`config.mk`:
```
export PLATFORM = sky130hd
export DESIGN_NAME = ppal_core
export DESIGN_NICKNAME = d
export VERILOG_FILES = /design/src/pkg/ppal_pkg.sv /design/src/hw/ppal_core.sv
export SDC_FILE = /design/constraint.sdc
export NUM_CORES = 1
export LEC_CHECK = 0
export BUFFER_PORTS_ARGS = -buffer_cell sky130_fd_sc_hd__buf_2
export CORE_ASPECT_RATIO = 1.25
export CORE_MARGIN = 2
export CORE_UTILIZATION = 25
export CTS_CLUSTER_SIZE = 30
export DETAILED_ROUTE_END_ITERATION = 12
export HOLD_SLACK_MARGIN = 0.08
export PLACE_DENSITY = 0.47
export SYNTH_ARGS = -nofsm -noshare
export SYNTH_HDL_FRONTEND = slang
export SYNTH_SLANG_ARGS = --single-unit
```
`constraint.sdc`:
```
create_clock -name ref_clk -period 3.13 [get_ports ref_clk]
set_input_delay 0.1565 -clock ref_clk [delete_from_list [all_inputs] [get_ports ref_clk]]
set_output_delay 0.1565 -clock ref_clk [all_outputs]
set_load 0.02 [all_outputs]
```
`src/pkg/ppal_pkg.sv`:
```
// Constants and types for the position preset and access level handler
// Summary of operation
// RQ1 - Position preset resource: index 101h, 8 bytes, read level 0, write level 2, overrun 100.
// RQ2 - A preset write makes the sent value the position of the present shaft position.
// RQ3 - Preset is unsigned 40 bit, bytes 4 to 0, right justified.
// RQ4 - A preset is valid only inside the measurement range.
// RQ5 - A preset read returns the offset in use, same 40-bit format.
// RQ6 - Master commands an encoder reset after a preset; preset acts only then.
// RQ7 - Master presets only with the shaft at rest; no motion sync here.
// RQ8 - Access level resource: index 104h, 8 bytes, read and write level 0, overrun 70.
// RQ9 - After power-up and every reset the access level is 0.
// RQ10 - Level changes only with its matching key and holds until set again.
// RQ11 - Level 0 needs no key; keys for 1 to 4 are bytes 31h to 34h repeated.
// RQ12 - Level request: key in bytes 7 to 4, level 0 to 4 in byte 0.
// RQ13 - A level read returns the active level in byte 0.
// RQ14 - Master uses no nonzero offset on the access level resource; the master model zeroes it except on direct reads, which keep theirs.
// RQ15 - Master sets a level with level, key, address 1D 04, zero offset, control 01.
// RQ16 - Master reads the level with address 55 04, then waits for release and reads byte 0.
// RQ17 - Master writes a preset with five bytes, zeros above, low address 01, control 01.
// RQ18 - A wrong key leaves the access level unchanged.
package ppal_pkg;

  // ****************************************
  // Resource indices and defining values
  // ****************************************
  localparam logic [9:0] RES_PRESET = 10'h101;
  localparam logic [9:0] RES_ACCESS = 10'h104;
  localparam logic [7:0] DATA_SIZE = 8'h08;
  localparam logic [7:0] PRESET_RD_LEVEL = 8'h00;
  localparam logic [7:0] PRESET_WR_LEVEL = 8'h02;
  localparam logic [7:0] PRESET_OVERRUN = 8'h64;
  localparam logic [7:0] ACCESS_RD_LEVEL = 8'h00;
  localparam logic [7:0] ACCESS_WR_LEVEL = 8'h00;
  localparam logic [7:0] ACCESS_OVERRUN = 8'h46;

  // Offsets of the defining values on a direct read
  localparam logic [15:0] DEF_SIZE = 16'h0001;
  localparam logic [15:0] DEF_RD_LEVEL = 16'h0002;
  localparam logic [15:0] DEF_WR_LEVEL = 16'h0003;
  localparam logic [15:0] DEF_OVERRUN = 16'h0004;

  // ****************************************
  // Field layout and reset values
  // ****************************************
  localparam int POS_W = 40;
  localparam int KEY_LSB = 32;
  localparam int LEVEL_W = 3;
  localparam logic [2:0] LEVEL_PUBLIC = 3'h0;
  localparam logic [2:0] LEVEL_MAX = 3'h4;
  localparam logic [31:0] KEY_L1 = 32'h31313131;
  localparam logic [31:0] KEY_L2 = 32'h32323232;
  localparam logic [31:0] KEY_L3 = 32'h33333333;
  localparam logic [31:0] KEY_L4 = 32'h34343434;

  // Kind of parameter transaction
  typedef enum logic [1:0] {
    KIND_READ = 2'h0,
    KIND_WRITE = 2'h1,
    KIND_DIRECT = 2'h3
  } ppal_kind_e;

  // One parameter transaction from the link
  typedef struct packed {
    ppal_kind_e kind;
    logic [9:0] resIndex;
    logic [15:0] offset;
    logic [63:0] data;
  } ppal_req_s;

  // Answer to one transaction
  typedef struct packed {
    logic [63:0] data;
    logic refused;
  } ppal_resp_s;

endpackage

```
`src/hw/ppal_core.sv`:
```
// Position preset and access level command interpreter
`timescale 1ns/10ps
module ppal_core (
  // Clock and reset
  input wire logic ref_clk,
  input wire logic nrst,
  // Parameter channel request
  input wire logic reqValid,
  input wire ppal_pkg::ppal_req_s req,
  // Parameter channel answer
  output logic transferReleaseFlag,
  output ppal_pkg::ppal_resp_s resp_q,
  // Encoder side
  input wire logic encoderReset,
  input wire logic [39:0] rawPosition,
  input wire logic [39:0] measureRangeMax,
  output logic [39:0] position_q,
  output logic [2:0] accessLevel_q,
  output logic presetPending_q
);

  // ****************************************
  // Decoding helpers
  // ****************************************

  // Key stored for a level; level 0 matches any key
  function automatic logic keyMatches(input logic [2:0] lvl, input logic [31:0] key);
    logic ok;
    ok = 1'b0;
    unique case (lvl)
      3'h0: ok = 1'b1;
      3'h1: ok = (key == ppal_pkg::KEY_L1);
      3'h2: ok = (key == ppal_pkg::KEY_L2);
      3'h3: ok = (key == ppal_pkg::KEY_L3);
      3'h4: ok = (key == ppal_pkg::KEY_L4);
      default: ok = 1'b0;
    endcase
    return ok;
  endfunction

  // Defining value of a resource at a direct read offset
  function automatic logic [7:0] defValue(input logic isPreset, input logic [15:0] off);
    logic [7:0] v;
    v = 8'h00;
    if (off == ppal_pkg::DEF_SIZE) begin
      v = ppal_pkg::DATA_SIZE;
    end else if (off == ppal_pkg::DEF_RD_LEVEL) begin
      v = isPreset ? ppal_pkg::PRESET_RD_LEVEL : ppal_pkg::ACCESS_RD_LEVEL;
    end else if (off == ppal_pkg::DEF_WR_LEVEL) begin
      v = isPreset ? ppal_pkg::PRESET_WR_LEVEL : ppal_pkg::ACCESS_WR_LEVEL;
    end else if (off == ppal_pkg::DEF_OVERRUN) begin
      v = isPreset ? ppal_pkg::PRESET_OVERRUN : ppal_pkg::ACCESS_OVERRUN;
    end
    return v;
  endfunction

  // Present level against the level a resource asks for
  function automatic logic levelSuffices(input logic [2:0] have, input logic [7:0] need);
    logic ok;
    ok = ({5'h00, have} >= need);
    return ok;
  endfunction

  // ****************************************
  // Request decode
  // ****************************************
  logic hitPreset;
  logic hitAccess;
  logic isRead;
  logic isWrite;
  logic isDirect;
  logic [39:0] presetValue;
  logic [2:0] reqLevel;
  logic [31:0] reqKey;
  logic presetInRange;
  logic presetAllowed;
  logic levelAccepted;
  logic [39:0] newOffset;
  logic levelInRange;
  logic presetRdOk;
  logic accessRdOk;
  logic accessWrOk;
  logic presetTaken;
  logic levelTaken;

  // Classify the transaction and pick out its fields
  assign hitPreset = (req.resIndex == ppal_pkg::RES_PRESET); // see RQ1
  assign hitAccess = (req.resIndex == ppal_pkg::RES_ACCESS); // see RQ8
  assign isRead = reqValid && (req.kind == ppal_pkg::KIND_READ);
  assign isWrite = reqValid && (req.kind == ppal_pkg::KIND_WRITE);
  assign isDirect = reqValid && (req.kind == ppal_pkg::KIND_DIRECT);
  assign presetValue = req.data[ppal_pkg::POS_W-1:0]; // see RQ3
  assign reqLevel = req.data[ppal_pkg::LEVEL_W-1:0]; // see RQ12
  assign reqKey = req.data[63:ppal_pkg::KEY_LSB]; // see RQ12

  // Level gates for each resource and direction
  assign presetRdOk = levelSuffices(accessLevel_q, ppal_pkg::PRESET_RD_LEVEL); // see RQ1
  assign accessRdOk = levelSuffices(accessLevel_q, ppal_pkg::ACCESS_RD_LEVEL); // see RQ8
  assign accessWrOk = levelSuffices(accessLevel_q, ppal_pkg::ACCESS_WR_LEVEL); // see RQ8

  // Preset checks: range and write level
  assign presetInRange = (presetValue <= measureRangeMax); // see RQ4
  assign presetAllowed = presetInRange && levelSuffices(accessLevel_q, ppal_pkg::PRESET_WR_LEVEL); // see RQ1

  // Level request needs a level in range and its key
  assign levelInRange = (req.data[7:0] <= {5'h00, ppal_pkg::LEVEL_MAX}); // see RQ12
  assign levelAccepted = levelInRange && accessWrOk && keyMatches(reqLevel, reqKey); // see RQ10 see RQ11 see RQ18

  // Offset that maps the present shaft position to the sent value
  // Wraps modulo 2^40 when the preset lies below the raw position; the later sum undoes it
  assign newOffset = presetValue - rawPosition; // see RQ2

  // ****************************************
  // Write gating
  // ****************************************

  // Writes that change state; an encoder reset in the same cycle beats a level write
  assign levelTaken = isWrite && hitAccess && levelAccepted && !encoderReset; // see RQ10
  assign presetTaken = isWrite && hitPreset && presetAllowed; // see RQ2

  // ****************************************
  // Access level
  // ****************************************

  // Public level after reset or encoder reset, held until a matching request
  always_ff @(posedge ref_clk) begin
    if (!nrst || encoderReset) begin
      accessLevel_q <= ppal_pkg::LEVEL_PUBLIC; // see RQ9
    end else if (levelTaken) begin
      accessLevel_q <= reqLevel; // see RQ10
    end
  end

  // ****************************************
  // Position preset
  // ****************************************
  logic [39:0] pendingOffset_q;
  logic [39:0] activeOffset_q;

  // Accepted preset waits here until the encoder reset
  // A new preset beats a same-cycle encoder reset, so it is never lost after a clean answer
  always_ff @(posedge ref_clk) begin
    if (!nrst) begin
      pendingOffset_q <= 40'h00_0000_0000;
      presetPending_q <= 1'b0;
    end else if (presetTaken) begin
      pendingOffset_q <= newOffset; // see RQ2
      presetPending_q <= 1'b1;
    end else if (encoderReset) begin
      presetPending_q <= 1'b0; // see RQ6
    end
  end

  // The encoder reset puts the waiting offset into use
  always_ff @(posedge ref_clk) begin
    if (!nrst) begin
      activeOffset_q <= 40'h00_0000_0000;
    end else if (encoderReset && presetPending_q) begin
      activeOffset_q <= pendingOffset_q; // see RQ6
    end
  end

  // Reported position is raw position plus offset in use
  // No motion sync here: the shaft must stand still while a preset is made
  always_ff @(posedge ref_clk) begin
    if (!nrst) begin
      position_q <= 40'h00_0000_0000;
    end else begin
      position_q <= rawPosition + activeOffset_q; // see RQ2
    end
  end

  // ****************************************
  // Answer
  // ****************************************
  ppal_pkg::ppal_resp_s resp_d;

  // Build the answer for this cycle's request
  always_comb begin
    resp_d = '0;
    if (isDirect && (hitPreset || hitAccess)) begin
      resp_d.data = {56'h00_0000_0000_0000, defValue(hitPreset, req.offset)}; // see RQ1 see RQ8
    end else if (isRead && hitPreset) begin
      // Offset in use, so a waiting preset stays hidden until the encoder reset
      resp_d.data = {24'h00_0000, activeOffset_q}; // see RQ5
      resp_d.refused = !presetRdOk; // see RQ1
    end else if (isRead && hitAccess) begin
      resp_d.data = {61'h0, accessLevel_q}; // see RQ13
      resp_d.refused = !accessRdOk; // see RQ8
    end else if (isWrite && hitPreset) begin
      resp_d.refused = !presetTaken; // see RQ4
    end else if (isWrite && hitAccess) begin
      resp_d.refused = !levelTaken; // see RQ18
    end else begin
      resp_d.refused = 1'b1;
    end
  end

  // Answer is registered and holds until the next request
  always_ff @(posedge ref_clk) begin
    if (!nrst) begin
      resp_q <= '0;
    end else if (reqValid) begin
      resp_q <= resp_d;
    end
  end

  // ****************************************
  // Release flag
  // ****************************************

  // Release flag pulses one cycle after each request
  always_ff @(posedge ref_clk) begin
    if (!nrst) begin
      transferReleaseFlag <= 1'b0;
    end else begin
      transferReleaseFlag <= reqValid;
    end
  end

endmodule

```
# [After elaboration in Yosys (flattened, before gate mapping)]
# Cells that the tools add are included.
[totals] reg_bits=190 in_bits=176
[classes] mux=16 n_eq_ne=16 reduce_logical=23 addsub=2 magnitude_cmp=3
[ops] operator="== test 32 x 30 -> 1 bit, second input constant" n=4
[ops] operator="2-to-1 mux 64 bit" n=1
[ops] operator="2-to-1 mux 41 bit" n=1
[ops] operator="adder 40 bit" n=1
[ops] operator="less-or-equal comparator 40 bit" n=1
[ops] operator="subtractor 40 bit" n=1
[ops] operator="== test 16 x 2 -> 1 bit, second input constant" n=2
[ops] operator="2-to-1 mux 7 bit" n=4
[ops] operator="== test 10 x 9 -> 1 bit, second input constant" n=2
[ops] operator="== test 16 x 1 -> 1 bit, second input constant" n=1
[ops] operator="== test 16 x 3 -> 1 bit, second input constant" n=1
[ops] operator="logical AND 1 bit" n=14
[ops] operator="less-or-equal comparator 8 x 3 -> 1 bit, second input constant" n=1
[ops] operator="== test 3 x 2 -> 1 bit, second input constant" n=2
[ops] operator="2-to-1 mux 1 bit" n=6
[ops] operator="2-to-1 mux 6 bit" n=1
[ops] operator="case mux 1 bit (5 select lines)" n=1
[ops] operator="logical NOT 1 bit" n=4
[ops] operator="== test 3 x 1 -> 1 bit, second input constant" n=1
[ops] operator="== test 3 bit, second input constant" n=1
[ops] operator=">= comparator 3 x 2 -> 1 bit, second input constant" n=1
[ops] operator="logical NOT 3 bit" n=1
[ops] operator="2-to-1 mux 3 bit" n=1
[ops] operator="== test 2 x 1 -> 1 bit, second input constant" n=1
[ops] operator="5 further kinds" n=6

# [Logic depth before layout (Yosys ltp)]
# Gate-level depths: netlist (run 1).
[logic_depth] depth_word=11 mapped_depth=13 ltp_nobuf=13

# [Least setup slack after synthesis (run 1)]
# Ideal clock, no wire load.
[synth_path] path_kind="in2reg" startpoint="input port req[0] in the netlist's numbering" endpoint="register pendingOffset_q[38]" setup_slack_ns=0.326 required_ns=3.003 arrival_time_ns=2.677 path_stages=13 cell_sequence="inv_1 -> ha_1 -> fa_1 -> nor2b_1 -> o2111ai_1 -> a31oi_1 -> nand2_1 -> nand3_1 -> a31oi_1 -> o31ai_1 -> nand4_1 -> mux2i_1 -> or3_1"
[synth_via] elab_chain_len=3
[synth_lines] item="start, declared" line_no="ppal_core.sv:9" rtl="input wire ppal_pkg::ppal_req_s req,"
[synth_lines] item="less-or-equal comparator 40 bit" line_no="ppal_core.sv:102" rtl="assign presetInRange = (presetValue <= measureRangeMax);"
[synth_lines] item="logical AND 1 bit" line_no="ppal_core.sv:103" rtl="assign presetAllowed = presetInRange && levelSuffices(accessLevel_q, ppal_pkg::PRESET_WR_LEVEL);"
[synth_lines] item="logical AND 1 bit" line_no="ppal_core.sv:119" rtl="assign presetTaken = isWrite && hitPreset && presetAllowed;"
[synth_lines] item="end signal, assigned" line_no="ppal_core.sv:147" rtl="pendingOffset_q <= newOffset;"
[synth_lines] item="end, declared" line_no="ppal_core.sv:137" rtl="logic [39:0] pendingOffset_q;"
# Parallel ways exist; a longest one is shown, timed or not.
# A chain may end at the register's enable or synchronous reset.

# [Worst setup path in the final report (run 1)]
[layout_path] startpoint="register activeOffset_q[6]" endpoint="register position_q[37]"
[layout_via] elab_chain_len=1
[layout_lines] item="start, declared" line_no="ppal_core.sv:138" rtl="logic [39:0] activeOffset_q;"
[layout_lines] item="start signal, assigned" line_no="ppal_core.sv:159" rtl="activeOffset_q <= pendingOffset_q;"
[layout_lines] item="adder 40 bit" line_no="ppal_core.sv:169" rtl="position_q <= rawPosition + activeOffset_q;"
[layout_lines] item="end signal, assigned" line_no="ppal_core.sv:169"
[layout_lines] item="end, declared" line_no="ppal_core.sv:17" rtl="output logic [39:0] position_q,"
# Every way passes these cells.

==> results of run 1 <==
## cells in the final DEF (no fill, tap or decap), types with 11 or more instances in the layout
| cell type | n |
|---|---|
| conb_1 | 24 |
| ha_1 | 117 |
| nor4_1 | 13 |
| o21a_1 | 20 |
| a21oi_1 | 142 |
| nand3_1 | 24 |
| nor3_1 | 23 |
| xor2_1 | 26 |
| o21bai_1 | 11 |
| buf_4 | 66 |
| clkbuf_16 | 17 |
| inv_1 | 100 |
| nand2b_1 | 19 |
| nor2_1 | 125 |
| a22oi_1 | 35 |
| o21ai_0 | 51 |
| xnor2_1 | 39 |
| and3_1 | 12 |
| dfxtp_1 | 165 |
| nand2_1 | 185 |
| buf_2 | 261 |
| nor2b_1 | 16 |
| nand4_1 | 19 |
| a21o_1 | 43 |
## power groups by stage
stage          sequential (mW)  combinational [mW]  clock (mW)
2_1_floorplan             2.23               0.646           0
3_3_place_gp              2.20                1.08           0
3_5_place_dp              2.20                1.08           0
4_1_cts                   2.15                1.09        2.34
5_1_grt                   2.15                1.20        2.43
6_report                  2.15                1.08        2.27
## final timing paths
| kind | from | to | slack [ns] | depth (start not counted) |
|---|---|---|---|---|
| max | activeOffset_q[6] | position_q[37] | 0.20 | 12 |
| min | rawPosition[0] | position_q[0] | 0.08 | 3 |
| max reg2reg | activeOffset_q[6] | position_q[37] | 0.20 | 12 |
| min reg2reg | pendingOffset_q[28] | activeOffset_q[28] | 0.45 | 2 |
## repair_timing
| item | 4_1_cts | 5_1_grt |
|---|---|---|
| gates resized for setup | 7 | 8 |
| endpoints found under the setup margin | 4 | 7 |
| hold buffers | 4 | 0 |
| buffers inserted | 1 | 0 |
| pin swaps | 5 | 10 |
| endpoints found under the hold margin | 6 | 0 |
## worst min-delay path, stage by stage
cell    delay [ns]
buf_2         0.11
ha_4          0.12
and2_1        0.11
## state kept, by name, indices dropped and copies added (netlist names)
register and flops:
transferReleaseFlag 1, accessLevel_q 3, activeOffset_q 40, position_q 40, presetPending_q 1, pendingOffset_q 40
resp_q 41
## final cells by class
type	count	area (µm²)	share of cell area [%]
clock inverter	14	188	1.34
antenna	1	2.50	0.0179
timing repair buffer	332	1870	13.4
inverter	102	385	2.75
clock buffer	17	425	3.04
sequential	166	3320	23.8
tap	565	707	5.05
multi-input combinational	1088	7090	50.6
## per-stage QoR
stage | utilization (%) | TNS [ns] | instances
floorplan | - | 0 | 1426
global placement | 30.7 | -0.326 | 2250
detailed placement | 30.7 | -0.453 | 2250
CTS | 32.3 | 0 | 2286
global route | 32.4 | -0.00616 | 2285
finish | 32.4 | 0 | 2285
## per-layer routing
metal / part of all wire (%) / GRT usage, % / routed length (µm) / up-vias
li1: - / - / - / 5508
met1: 44 / 21.3 / 17800 / 5043
met2: 50 / 31.6 / 20200 / 217
met3: 3.4 / 2.87 / 1390 / 41
met4: 2.6 / 6.27 / 1040 / 0
met5: 0 / 0 / 0 / -
## logic make-up (layout without fill, tap and decap cells)
family / Yosys count / in the layout
adders and majority gates: 120 / 120
other: 1 / 25
AOI/OAI and AO/OA: 386 / 386
DFF: 166 / 166
buffers and inverters: 172 / 465
muxes: 9 / 9
and+or+nand+nor: 484 / 484
xor gates and xnor gates: 65 / 65
==> metrics.md, run 1 <==
| Metric | Value |
|---|---|
| Clock Pin Slew Worst Setup and Hold Paths | roughly 0.07 ns |
| Routed WL | 40.4 mm |
| Startpoint types | flop |
| Synth area leaders | dfxtp_1 30%, ha_1 13%, a21oi_1 6.5% |
| Sequential share of the synthesized area | a little under a third |
| Die area | roughly 46000 µm² |
| EDFF count, synth | 0 |
| Final hold vios | 0 |
| Max rail drop VDD | just under 0.4 mV |
| Placed instance area | around 13000 µm² |
| Synth Instances | approximately 1400 |
| Synth Area in Adders | 13.8% |
| Post-route minimum period | 2.93 ns |
| Io pins | 286 |
| Cell family with most CP delay | compound AO/OA/AOI/OAI gates |
| Gr usage total | 17.7% |
| Post-DRT Antenna Nets | 0 |
| Final setup viols | 0 |
| HPWL Detailed | between 30 and 40 mm |
| Buffers & Inverters on Critical Path | 1 |
| Avg Cell Area, Syn | 7.83 µm² |
| WP data required | ~3.5 ns |
| Filler Cells Inserted | roughly 4700 |
| Crit. End Element | flop |
| Ys flop type | dfxtp_1 |
| CTS Sinks | about 170 |
| I/O Buffers | around 260 |
| Starting Density | between 20% and 30% |
| Final Max Slew Viols | 0 |
| Vias in the first global route | ~11000 |
| Via Count | around 11000 |
| CTS Buf Count | 17 |
| Worst Slack Setup Final | just over 0.2 ns |
| First-pass GRT wire length | slightly above 60 mm |
| Die X | about 190 µm |
| Remaining DRCs | 0 |
| Vias per Instance | ~4.7 |
| CTS Buffer Depth | 2 |
| Core ar. | ~43000 µm² |
| Critical Path AT | 3.26 ns |
| Clk pwr share | 41.3% |
| Hold Crit Class | input port to flop |
| Yosys top cell area share | approximately 30% |
| Async set-reset flop share out of synthesis | 0% |
| Int Pwr | between 3 and 4 mW |
| WL/cell | 17.7 µm |
| Layout cells sized above 1 | between 20% and 30% |
| Most frequent cell after synthesis | nand2_1 |
| NetSw | 1.64 mW |
| Worst-Margin Slew | around 0.98 ns |
| Slowest stage cell, crit path | a211o_1 |
| Synth Area in Simple Gates | 20.4% |
| Hold WS | roughly 0.084 ns |
| Mapped Area | roughly 11000 µm² |
| # nets final | between 2000 and 2500 |
| Switch share | between 20% and 30% |
| Num rows | 85 |
| Layout area overhead | 27.4% |
| Synth Area in Compound Gates | between 20% and 30% |
| PwrDens | a little under 400 nW/µm² |
| Worst slew margin | about 34% |
| Post-synthesis mux area share | less than 1% |
| Die height | ~240 µm |
| RSZ-0062 raised after global routing | yes |
| Drt pass-1 iters | 5 |
| Dpl ws | -0.224 ns |
| Combinational share of power | 19.6% |
| Total power | between 5 and 6 mW |
| Detailed Route Iter0 Violations | 409 |
| Final instance area | 14000 µm² |
| Ys Warns | 0 |
| Largest net degree at the start of global routing | between 70 and 80 |
| Post-route clock period utilization | between 90% and 100% |
| Yosys top cell by area | dfxtp_1 |
| Largest family of logic cells by synthesized area | compound AO/OA/AOI/OAI gates |
| Root buf cell | clkbuf_16 |
| Flop pwr share | approximately two fifths |
| Worst-Skew Late Latency | ~0.46 ns |
| Fmax | between 300 and 400 MHz |
| Max stage delay on crit path | approximately 0.39 ns |
| CTS tree | yes |
| Cells along the critical path | ha_1 -> o211a_1 -> a211oi_1 -> a211o_1 -> a211oi_4 -> o21bai_1 -> a31oi_1 -> buf_4 -> a41o_1 -> nand2_1 -> o2111ai_1 -> o211ai_1 |
| Max_cap viols | 0 |
| H-tree depth | 4 |
| Leak | 6.52 nW |
| Outcome | complete, no violations |
| #FFs+latches synth | 166 |
| Post-Synth XOR/XNOR Area | between 5 and 6% |
| Layout Skew | around 0.016 ns |
| Max FO, Critical Path | 5 |
| Netlist cell types | 70 |
| Setup CP Type | flop to flop |
| Initial antenna violation count | 2 |
| Commonest cells in the netlist | 185 x nand2_1, 166 x dfxtp_1, 142 x a21oi_1, 126 x nor2_1, 118 x ha_1 |
| Grt ovf | 0 |
| Final Wtd Congestion | 0.858 |
Power figures use the tool's default switching activity.
==> run 2, diff against run 1 <==
- CORE_UTILIZATION: 25 -> 54
- PLACE_DENSITY: 0.47 -> 0.84
- SETUP_SLACK_MARGIN: not set -> 0.4
==> metrics.md, run 2 (synthesis gave the netlist of run 1 again) <==
| Metric | Value |
|---|---|
| Grt ovf | 0 |
| Hold Crit Start | req[66] |
| Clock Pin Slew Worst Setup and Hold Paths | roughly 0.07 ns |
| FF+latch area | between 3000 and 4000 µm² |
| PwrDens | between 300 and 400 nW/µm² |
| Worst reg2reg startpoint | activeOffset_q[0] |
| Hold WS | about 0.088 ns |
| Layout Skew | between 0.009 and 0.01 ns |
| CTS Buffer Depth | 2 |
| I/O Buffers | roughly 260 |
| Most common library cell in the layout ignoring fill and taps | buf_2 |
| CTS Buf Count | 17 |
| Max_cap viols | 0 |
| Fmax | about 340 MHz |
| Core ar. | roughly 20000 µm² |
| Root buf cell | clkbuf_16 |
| Filler Cells Inserted | about 1700 |
| Post-DRT Antenna Nets | 0 |
| Largest net degree at the start of global routing | 42 |
| Largest Register | resp_q |
| NetSw | 1.57 mW |
| Io pins | 286 |
| Int Pwr | between 3 and 4 mW |
| Footprint of the multi-input gates | roughly 7300 µm² |
| Switch share | between 20% and 30% |
| Routed WL | roughly 35 mm |
| Hold Crit Class | input port to flop |
| Die height | 163 µm |
| Gr usage total | between 30% and 40% |
| Setup TNS | 0 ns |
| Worst slew margin | 37.6% |
| Dpl ws | between 0.009 and 0.01 ns |
| Outcome | complete, no violations |
| Starting Density | a little over half |
| CTS Sinks | about 170 |
| H-tree depth | 4 |
| RSZ-0062 raised after global routing | yes |
| Max rail drop VDD | approximately 0.38 mV |
| Die X | 132 µm |
| Flop pwr share | 40.5% |
| Final hold vios | 0 |
| First-pass GRT wire length | around 54 mm |
| WL/cell | roughly 18 µm |
| HPWL Detailed | around 27 mm |
| Final Wtd Congestion | around 0.96 |
| Max reg flops | 41 |
| Post-route clock period utilization | a little over 90% |
| Post-route minimum period | ~2.9 ns |
| Crit. End Element | flop |
| Combinational share of power | around 20% |
| Commonest cells after routing, fill and taps aside | 261 x buf_2, 183 x nand2_1, 163 x dfxtp_1, 140 x a21oi_1, 124 x nor2_1 |
| Final Max Slew Viols | 0 |
| Setup CP Type | flop to flop |
| Via Count | roughly 11000 |
| Drt pass-1 iters | 5 |
| Worst Slack Setup Final | 0.201 ns |
| Vias in the first global route | between 10000 and 15000 |
| CTS tree | yes |
| Remaining DRCs | 0 |
| Vias per Instance | between 5 and 6 |
| Leak | ~6.4 nW |
| Critical Path AT | roughly 3.2 ns |
| Clk pwr share | about two fifths |
| # nets final | approximately 2000 |
| Initial antenna violation count | 2 |
| Worst-Margin Slew | approximately 0.9 ns |
| Max FO, Critical Path | 4 |
| Layout cells sized above 1 | between 20% and 30% |
| Detailed Route Iter0 Violations | approximately 620 |
| Die area | about 22000 µm² |
| Critical Path Source | activeOffset_q[0] |
| Startpoint types | flop |
| Num rows | 58 |
| Layout area overhead | 24.0% |
| Final setup viols | 0 |
| Worst-Skew Late Latency | ~0.44 ns |
| WP data required | approximately 3.4 ns |
[run 2: through the flow]
| stage | power [mW] | util (%) | std cells | area, µm² |
|---|---|---|---|---|
| 2_1_floorplan | 2.88 | - | 1426 | 11100 |
| 3_3_place_gp | 3.20 | 62.9 | 1917 | 12600 |
| 3_5_place_dp | 3.21 | 62.9 | 1917 | 12600 |
| 4_1_cts | 5.28 | 67.2 | 1965 | 13500 |
| 5_1_grt | 5.50 | 68.0 | 1973 | 13600 |
| 6_report | 5.30 | 68.0 | 1973 | 13600 |
[run 2: routing by layer]
layer / share of wire (%) / vias to the layer above / GRT usage, %
met3: 5.2 / 136 / 4.59
li1: - / 5458 / -
met2: 49 / 461 / 56.7
met1: 40 / 5376 / 35.7
met4: 5.7 / 0 / 18.2
met5: 0 / - / 0
[run 2: final timing paths]
check             slack [ns]            endpoint  cells past startpoint
setup / recovery        0.20      position_q[34]                     15
hold / removal          0.09           resp_q[2]                      4
setup reg to reg        0.20      position_q[34]                     15
hold reg to reg         0.45  pendingOffset_q[3]                      2
[run 2: what timing repair did]
action / CTS / global route
buffers inserted: 13 / 6
gates cloned: 0 / 0
setup endpoints to repair: 17 / 22
pin swaps: 15 / 23
resized for setup: 29 / 26
hold buffers: 3 / 0
endpoints found under the hold margin: 3 / 0
[run 2: power by group through the flow]
| stage | Combinational [mW] | Clock [mW] | Sequential [mW] |
|---|---|---|---|
| after floorplan | 0.646 | 0 | 2.23 |
| after global placement | 1.00 | 0 | 2.20 |
| after detailed placement | 1.02 | 0 | 2.20 |
| after CTS | 1.04 | 2.09 | 2.15 |
| after global routing | 1.16 | 2.19 | 2.15 |
| final | 1.07 | 2.09 | 2.15 |
[run 2: worst max-delay path, cell delays in order, from the launching register on]
cell and delay, ns:
dfxtp_2 0.34, ha_4 0.16, inv_2 0.07, fa_2 0.24, nor2b_4 0.05, o2111ai_2 0.22
a21o_1 0.33, a31oi_4 0.16, nor3_4 0.31, o211ai_1 0.15, buf_4 0.17, buf_6 0.11
and4_1 0.19, nor2_2 0.11, xor2_1 0.14, nor2_1 0.05
[run 2: area by class of cell]
cell class,instances,share of cell area (%)
multi-input cells,1088,53.3
well taps,270,2.48
clock inverters,11,0.846
inverters,102,2.83
flip-flops and latches,166,24.5
clock buffers,21,3.38
diodes,2,0.0368
repair buffers,313,12.6
